===== config.mk =====
export PLATFORM = sky130hd
export DESIGN_NAME = epw_top
export DESIGN_NICKNAME = d
export VERILOG_FILES = /design/src/core/epw_pkg.sv /design/src/core/epw_top.sv
export VERILOG_INCLUDE_DIRS = /design/src /design/src/core
export SDC_FILE = /design/constraint.sdc
export NUM_CORES = 1
export LEC_CHECK = 0
export BUFFER_PORTS_ARGS = -buffer_cell sky130_fd_sc_hd__buf_4
export CAP_MARGIN = 5
export CELL_PAD_IN_SITES_DETAIL_PLACEMENT = 1
export CELL_PAD_IN_SITES_GLOBAL_PLACEMENT = 1
export CORE_MARGIN = 4
export CORE_UTILIZATION = 35
export CTS_BUF_LIST = sky130_fd_sc_hd__clkbuf_16
export DETAILED_ROUTE_END_ITERATION = 8
export PLACE_DENSITY_LB_ADDON = 0.1
export RECOVER_POWER = 25
export SYNTH_ARGS = -nofsm -noshare
export SYNTH_HDL_FRONTEND = slang
export SYNTH_SLANG_ARGS = --single-unit
export TNS_END_PERCENT = 20

===== constraint.sdc =====
create_clock -name clk_sys_i -period 2.65 [get_ports clk_sys_i]
set_clock_uncertainty 0.2 [all_clocks]
set_input_delay 0.53 -clock clk_sys_i [delete_from_list [all_inputs] [get_ports clk_sys_i]]
set_output_delay 0.53 -clock clk_sys_i [all_outputs]
set_load 0.02 [all_outputs]

===== src/core/epw_cfg.svh =====
// Purpose: constants for the eight channel pulse width modulator
// Assumes: AXI4-Lite byte addresses, one 32-bit word per register
// Notes:   definitions only
`ifndef EPW_CFG_SVH
`define EPW_CFG_SVH
`define EPW_ADDR_W         16
`define EPW_PRESCALE_ADDR  16'hFD00
`define EPW_CYCLE_ADDR     16'hFD04
`define EPW_DUTY0_ADDR     16'hFD08
`define EPW_POLARITY_ADDR  16'hFD28
`define EPW_CONTROL_ADDR   16'hFD2C
`define EPW_PRESCALE_RST   8'h00
`define EPW_CYCLE_RST      8'hFF
`define EPW_DUTY_RST       8'h00
`define EPW_POLARITY_RST   8'h00
`define EPW_PWR_RST        1'b0
`define EPW_PWR_BIT        0
`define EPW_RESP_OKAY      2'h0
`define EPW_RESP_SLVERR    2'h2
`endif


===== src/core/epw_pkg.sv =====
// Purpose: types for the eight channel pulse width modulator
// Assumes: constants come from epw_cfg.svh
// Notes:   control fields travel together as one struct
package epw_pkg;
    typedef struct packed {
        logic [7:0] prescale;
        logic [7:0] cycle;
        logic [7:0] polarity;
        logic       power_mode_bit;
    } epw_ctl_t;

    typedef enum logic [2:0] {
        EPW_R_PRESCALE,
        EPW_R_CYCLE,
        EPW_R_DUTY,
        EPW_R_POLARITY,
        EPW_R_CONTROL,
        EPW_R_NONE
    } epw_reg_t;
endpackage : epw_pkg


===== src/core/epw_top.sv =====
// Purpose: eight output pulse width modulator with AXI4-Lite registers
// Assumes: one clock, synchronous active high reset
// Notes:   outputs and bus answers are all registered
//
// Register access over AXI4-Lite was decided locally.
`timescale 1ns/1ps
`include "epw_cfg.svh"

module epw_top
    import epw_pkg::*;
#(
    parameter int NUM_OUT = 8,
    parameter int ADDR_W  = `EPW_ADDR_W
) (
    // Clock and reset
    input  wire logic                 clk_sys_i,
    input  wire logic                 rst_i,
    // AXI4-Lite write address
    input  wire logic [ADDR_W-1:0]    s_axi_awaddr_i,
    input  wire logic                 s_axi_awvalid_i,
    output logic                      s_axi_awready_o,
    // AXI4-Lite write data
    input  wire logic [31:0]          s_axi_wdata_i,
    input  wire logic [3:0]           s_axi_wstrb_i,
    input  wire logic                 s_axi_wvalid_i,
    output logic                      s_axi_wready_o,
    // AXI4-Lite write response
    output logic [1:0]                s_axi_bresp_o,
    output logic                      s_axi_bvalid_o,
    input  wire logic                 s_axi_bready_i,
    // AXI4-Lite read address
    input  wire logic [ADDR_W-1:0]    s_axi_araddr_i,
    input  wire logic                 s_axi_arvalid_i,
    output logic                      s_axi_arready_o,
    // AXI4-Lite read data
    output logic [31:0]               s_axi_rdata_o,
    output logic [1:0]                s_axi_rresp_o,
    output logic                      s_axi_rvalid_o,
    input  wire logic                 s_axi_rready_i,
    // Modulated outputs
    output logic [NUM_OUT-1:0]        pulse_out_o
);

    epw_ctl_t             ctl_q;
    logic [7:0]           duty_value_q [NUM_OUT];
    logic [7:0]           pre_cnt_q;
    logic [7:0]           cnt_q;
    logic                 tick;
    logic [NUM_OUT-1:0]   raw;
    logic [ADDR_W-1:0]    aw_addr_q;
    logic [31:0]          w_data_q;
    logic [3:0]           w_strb_q;
    logic                 aw_got_q;
    logic                 w_got_q;
    logic                 do_wr;
    epw_reg_t             wr_reg;
    epw_reg_t             rd_reg;
    logic [2:0]           wr_idx;
    logic [2:0]           rd_idx;
    logic [31:0]          rd_word;
    logic [NUM_OUT-1:0]   over_v;
    logic [NUM_OUT-1:0]   eq_v;
    logic [8:0]           gap_q;
    logic [16:0]          per_q;

    // Map a byte address to a register kind and duty index
    function automatic epw_reg_t decode(input logic [ADDR_W-1:0] a);
        epw_reg_t r;
        r = EPW_R_NONE;
        if (a == ADDR_W'(`EPW_PRESCALE_ADDR)) begin
            r = EPW_R_PRESCALE;
        end else if (a == ADDR_W'(`EPW_CYCLE_ADDR)) begin
            r = EPW_R_CYCLE;
        end else if (a == ADDR_W'(`EPW_POLARITY_ADDR)) begin
            r = EPW_R_POLARITY;
        end else if (a == ADDR_W'(`EPW_CONTROL_ADDR)) begin
            r = EPW_R_CONTROL;
        end else if (a >= ADDR_W'(`EPW_DUTY0_ADDR) && a[1:0] == 2'h0
                     && a < ADDR_W'(`EPW_DUTY0_ADDR + 4 * NUM_OUT)) begin
            r = EPW_R_DUTY;
        end
        return r;
    endfunction : decode

    function automatic logic [2:0] duty_index(input logic [ADDR_W-1:0] a);
        logic [ADDR_W-1:0] d;
        d = a - ADDR_W'(`EPW_DUTY0_ADDR);
        return d[4:2];
    endfunction : duty_index

    assign wr_reg = decode(aw_addr_q);
    assign rd_reg = decode(s_axi_araddr_i);
    assign wr_idx = duty_index(aw_addr_q);
    assign rd_idx = duty_index(s_axi_araddr_i);
    assign do_wr  = aw_got_q && w_got_q && !s_axi_bvalid_o;

    // Write address and data channels, taken in either order
    always_ff @(posedge clk_sys_i) begin
        if (rst_i) begin
            s_axi_awready_o <= 1'b1;
            s_axi_wready_o  <= 1'b1;
            aw_got_q        <= 1'b0;
            w_got_q         <= 1'b0;
            aw_addr_q       <= '0;
            w_data_q        <= 32'h0000_0000;
            w_strb_q        <= 4'h0;
        end else begin
            if (s_axi_awvalid_i && s_axi_awready_o) begin
                s_axi_awready_o <= 1'b0;
                aw_got_q        <= 1'b1;
                aw_addr_q       <= s_axi_awaddr_i;
            end
            if (s_axi_wvalid_i && s_axi_wready_o) begin
                s_axi_wready_o <= 1'b0;
                w_got_q        <= 1'b1;
                w_data_q       <= s_axi_wdata_i;
                w_strb_q       <= s_axi_wstrb_i;
            end
            if (s_axi_bvalid_o && s_axi_bready_i) begin
                s_axi_awready_o <= 1'b1;
                s_axi_wready_o  <= 1'b1;
                aw_got_q        <= 1'b0;
                w_got_q         <= 1'b0;
            end
        end
    end

    // Write response
    always_ff @(posedge clk_sys_i) begin
        if (rst_i) begin
            s_axi_bvalid_o <= 1'b0;
            s_axi_bresp_o  <= `EPW_RESP_OKAY;
        end else if (do_wr) begin
            s_axi_bvalid_o <= 1'b1;
            s_axi_bresp_o  <= (wr_reg == EPW_R_NONE) ? `EPW_RESP_SLVERR : `EPW_RESP_OKAY;
        end else if (s_axi_bready_i) begin
            s_axi_bvalid_o <= 1'b0;
        end
    end

    // Control registers; writes accepted in every power mode
    always_ff @(posedge clk_sys_i) begin
        if (rst_i) begin
            ctl_q.prescale <= `EPW_PRESCALE_RST;
            ctl_q.cycle    <= `EPW_CYCLE_RST;
            ctl_q.polarity <= `EPW_POLARITY_RST;
            ctl_q.power_mode_bit      <= `EPW_PWR_RST;
        end else if (do_wr && w_strb_q[0]) begin
            case (wr_reg)
                EPW_R_PRESCALE: ctl_q.prescale <= w_data_q[7:0];
                EPW_R_CYCLE:    ctl_q.cycle    <= w_data_q[7:0];
                EPW_R_POLARITY: ctl_q.polarity <= w_data_q[7:0];
                EPW_R_CONTROL:  ctl_q.power_mode_bit      <= w_data_q[`EPW_PWR_BIT];
                default:        ctl_q          <= ctl_q;
            endcase
        end
    end

    always_ff @(posedge clk_sys_i) begin
        for (int i = 0; i < NUM_OUT; i++) begin
            if (rst_i) begin
                duty_value_q[i] <= `EPW_DUTY_RST;
            end else if (do_wr && w_strb_q[0] && wr_reg == EPW_R_DUTY && wr_idx == 3'(i)) begin
                duty_value_q[i] <= w_data_q[7:0];
            end
        end
    end

    // Read data
    always_comb begin
        rd_word = 32'h0000_0000;
        case (rd_reg)
            EPW_R_PRESCALE: rd_word[7:0] = ctl_q.prescale;
            EPW_R_CYCLE:    rd_word[7:0] = ctl_q.cycle;
            EPW_R_DUTY:     rd_word[7:0] = duty_value_q[rd_idx];
            EPW_R_POLARITY: rd_word[7:0] = ctl_q.polarity;
            EPW_R_CONTROL:  rd_word[`EPW_PWR_BIT] = ctl_q.power_mode_bit;
            default:        rd_word = 32'h0000_0000;
        endcase
    end

    always_ff @(posedge clk_sys_i) begin
        if (rst_i) begin
            s_axi_arready_o <= 1'b1;
            s_axi_rvalid_o  <= 1'b0;
            s_axi_rdata_o   <= 32'h0000_0000;
            s_axi_rresp_o   <= `EPW_RESP_OKAY;
        end else if (s_axi_arvalid_i && s_axi_arready_o) begin
            s_axi_arready_o <= 1'b0;
            s_axi_rvalid_o  <= 1'b1;
            s_axi_rdata_o   <= rd_word;
            s_axi_rresp_o   <= (rd_reg == EPW_R_NONE) ? `EPW_RESP_SLVERR : `EPW_RESP_OKAY;
        end else if (s_axi_rvalid_o && s_axi_rready_i) begin
            s_axi_arready_o <= 1'b1;
            s_axi_rvalid_o  <= 1'b0;
        end
    end

    // Prescaler: one tick every prescale+1 clocks
    assign tick = ctl_q.power_mode_bit && (pre_cnt_q == ctl_q.prescale);

    always_ff @(posedge clk_sys_i) begin
        if (rst_i || !ctl_q.power_mode_bit) begin
            pre_cnt_q <= 8'h00;
        end else if (tick) begin
            pre_cnt_q <= 8'h00;
        end else begin
            pre_cnt_q <= pre_cnt_q + 8'h01;
        end
    end

    // Shared down-counter; low power parks it at the cycle length
    always_ff @(posedge clk_sys_i) begin
        if (rst_i) begin
            cnt_q <= `EPW_CYCLE_RST;
        end else if (!ctl_q.power_mode_bit) begin
            cnt_q <= ctl_q.cycle;
        end else if (tick) begin
            cnt_q <= (cnt_q == 8'h00) ? ctl_q.cycle : cnt_q - 8'h01;
        end
    end

    // Per output compare and polarity
    always_comb begin
        for (int i = 0; i < NUM_OUT; i++) begin
            raw[i] = (cnt_q <= duty_value_q[i]) && (duty_value_q[i] <= ctl_q.cycle);
            over_v[i] = duty_value_q[i] > ctl_q.cycle;
            eq_v[i]   = duty_value_q[i] == ctl_q.cycle;
        end
    end

    always_ff @(posedge clk_sys_i) begin
        if (rst_i) begin
            pulse_out_o <= '0;
        end else if (ctl_q.power_mode_bit) begin
            pulse_out_o <= raw ^ ctl_q.polarity[NUM_OUT-1:0];
        end else begin
            pulse_out_o <= ctl_q.polarity[NUM_OUT-1:0];
        end
    end

    // Check-only: clocks since the last prescaler tick, 0 while unknown
    always_ff @(posedge clk_sys_i) begin
        if (rst_i) begin
            gap_q <= 9'h000;
        end else if (!ctl_q.power_mode_bit) begin
            gap_q <= 9'h001;
        end else if (do_wr && w_strb_q[0] && wr_reg == EPW_R_PRESCALE) begin
            gap_q <= 9'h000;
        end else if (tick) begin
            gap_q <= 9'h001;
        end else if (gap_q != 9'h000) begin
            gap_q <= gap_q + 9'h001;
        end
    end

    // Check-only: clocks since the last counter wrap, 0 while unknown
    always_ff @(posedge clk_sys_i) begin
        if (rst_i) begin
            per_q <= 17'h00000;
        end else if (!ctl_q.power_mode_bit) begin
            per_q <= 17'h00001;
        end else if (do_wr && w_strb_q[0] && (wr_reg == EPW_R_PRESCALE || wr_reg == EPW_R_CYCLE)) begin
            per_q <= 17'h00000;
        end else if (tick && cnt_q == 8'h00) begin
            per_q <= 17'h00001;
        end else if (per_q != 17'h00000) begin
            per_q <= per_q + 17'h00001;
        end
    end
endmodule : epw_top


==> impl_metrics.toml <==
[outcome]
status = "finished clean"

[timing]
timing.final.max_slew_violations = 0
worst_pin_slew_ns = 0.8460
fin_crit_sh = 0.9602
min_period_ns = 2.544
rsz0062_at_grt = "true"
finalSetupViolCount = 0
slew_headroom = 0.4357
fmax_mhz = 393.0
hold_viol = 0

[floorplan]
fp.coreArea_mm2 = 0.02778
fp.dieH_um = 176.0
start_util = 0.3557
rows = 61
die_x_um = 176.0
die-area_mm2 = 0.03099
ioPinCount = 124

[drt]
drc = 0
routed_via_density = 5.276
drt_first_iter_violations = 515
wl_per_cell_um = 20.87
postRouteAntennaNets = 0
vias = 8347
wl_mm = 33.01
dr.pass1.iters = 5

[place]
io_buffers = 70
dpl.hpwl_mm = 25.54
gp_congestion = 0.8575
place_area_mm2 = 0.01123

[yosys]
synth_area_mm2 = 0.009882
ys_seq_area_frac = 0.3788
synth_edf_count = 64
ys_warn_count = 0
synth_seq_cells = 155
dominantRegCellSynth = "dfxtp_1"
syn_avg_cell_area_um2 = 9.218
synth.distinct_cells = 56
synthCells = 1072
async_flop_share = 0

[run]
drv_cap = 0

[global_routing]
grt_usage = 0.2148
grt_overflow_total = 0
grt_pass1_wl_mm = 50.29
grt_pass1_vias = 8479
grt_max_degree = 50
antenna_found_initial = 0

[clock_network]
root_buffer = "clkbuf_16"
cts_tree = "done"
clkSinkCount = 155
clk_latency_ns = 0.43
cts_max_level = 4
cts_buffer_depth = 2
cts_hold_buf = 0
cts_buffers = 17
clk_pin_slew_ns = 0.06

[critical_path]
critPathMaxFanout = 7
worstSetupPathType = "flop to flop"
max_stage_delay_ns = 0.44
crit_required_ns = 2.77
worstPathCellList = "inv_1 > ha_1 > nor2b_1 > o211ai_1 > a21oi_1 > nor4_1 > o21ai_0 > mux2_2"
arrival_ns = 2.66
slowest_stage = "o21ai_0"
start_kind = "flop"
crit_path_end_kind = "flop"

[pwr]
power_per_cell_area_mw_per_mm2 = 467.9
p_leak_nw = 4.862
totalPowerFinal_mw = 5.478
vdd_drop_max_mv = 0.4767

[layout]
nNetsFinal = 1399
area_growth_pct = 18.49
final_area_mm2 = 0.01171
final_cell_mix = "ha_1, nor2_1, buf_4, nand2_1, dfxtp_1"
n_antenna_cell = 0
drive_gt1_frac = 0.1487
layout_commonest_cell = "ha_1"

[hold_path]
hp-class = "input pin to flop"
worst paths after layout:
path	start	end	slack (ns)	cells after the start
worst max-delay path	ctl_q[10]$_SDFFE_PP1P_	pulse_out_o[5]$_SDFF_PP0_	0.11	8
worst min-delay path	s_axi_wvalid_i	s_axi_wready_o$_SDFFE_PP1P_	0.1	2
worst max register to register	ctl_q[10]$_SDFFE_PP1P_	pulse_out_o[5]$_SDFF_PP0_	0.11	8
worst min register to register	aw_addr_q[12]$_SDFFE_PP0P_	aw_addr_q[12]$_SDFFE_PP0P_	0.26	2
synth_stat cells, drive strengths merged (5+ instances only):
master | count | area share
ha | 133 | 0.17
o211ai | 16 | 0.012
o22ai | 8 | 0.0051
inv | 83 | 0.032
mux4 | 16 | 0.036
and2 | 5 | 0.0032
nand3 | 21 | 0.011
nand2 | 99 | 0.038
mux2i | 25 | 0.025
nand4 | 38 | 0.024
xor2 | 5 | 0.0044
a22oi | 7 | 0.0053
dfxtp | 91 | 0.18
nor2b | 27 | 0.017
a21oi | 83 | 0.042
clkbuf | 24 | 0.0091
nand2b | 6 | 0.0038
o21ai | 56 | 0.028
mux2 | 10 | 0.011
edfxtp | 64 | 0.19
nor4 | 10 | 0.0063
buf | 37 | 0.025
xnor2 | 9 | 0.0080
nor2 | 119 | 0.045
a211oi | 17 | 0.013
nor3 | 21 | 0.012
stage by stage:
| stage | utilization | hold slack, ns | TNS (ns) | cells | setup WS (ns) |
|---|---|---|---|---|---|
| floorplan | - | 0.2362 | 0 | 1097 | 0.1769 |
| global placement | 0.4042 | 0.2478 | 0 | 1550 | 0.1221 |
| detailed placement | 0.4042 | 0.2532 | 0 | 1550 | 0.05043 |
| CTS | 0.4239 | 0.08317 | 0 | 1582 | 0.1108 |
| global route | 0.4215 | 0.08999 | -0.03490 | 1582 | -0.03490 |
| finish | 0.4215 | 0.09726 | 0 | 1582 | 0.1055 |
where the power goes:
| group | total, mW | leakage, nW | switching, mW | internal [mW] |
|---|---|---|---|---|
| clock network | 2.32 | 0.285 | 1.02 | 1.29 |
| logic | 0.538 | 3.18 | 0.322 | 0.216 |
| registers | 2.62 | 1.40 | 0.0742 | 2.55 |
metal layers:
metal,up-vias,global-route usage,routed length [um]
li1,4057,-,-
met1,4071,0.2948,15190
met2,188,0.3602,15710
met3,31,0.02805,1542
met4,0,0.05393,574
met5,-,0,0
sequential cells by signal, indices dropped and copies added (netlist names), 8 cells and up:
register / count
cnt_q: 8
ctl_q: 25
aw_addr_q: 16
pulse_out_o: 8
pre_cnt_q: 8
duty_value_q: 64
w_data_q: 8
s_axi_rdata_o: 8
cell families after synthesis:
kind of cell,after synthesis,synth area share
multiplexers,51,0.07318
buffers and inverters,144,0.06609
flip-flops,155,0.3788
other,1,0.0003795
XOR/XNOR,14,0.01241
AO/OA/AOI/OAI,204,0.1207
AND/OR/NAND/NOR,370,0.1800
adder cells (fa/ha/maj),133,0.1684
worst max-delay path: cells and delay by family, from the launching register on:
family,cells,cell delay [ns]
AOI/OAI and AO/OA,3,0.68
adders and majority gates,1,0.40
buffers and inverters,1,0.23
DFF,1,0.33
muxes,1,0.39
and+or+nand+nor,2,0.20
repair_timing:
item	in CTS	in global routing
hold endpoints to repair	0	0
buffers inserted	0	0
endpoints found under the setup margin	0	49
resized for setup	0	3
final cells by class:
cell class / instances / area, um^2
Timing Repair Buffer: 136 / 1042
Inverter: 83 / 311.5
Tap cell: 378 / 473.0
Sequential cell: 155 / 3744
Clock buffer: 19 / 475.5
Multi-Input combinational cell: 798 / 5590
Fill cell: 3266 / 16070
Clock inverter: 13 / 72.57
No activity file was read; power rests on OpenSTA's default activity.
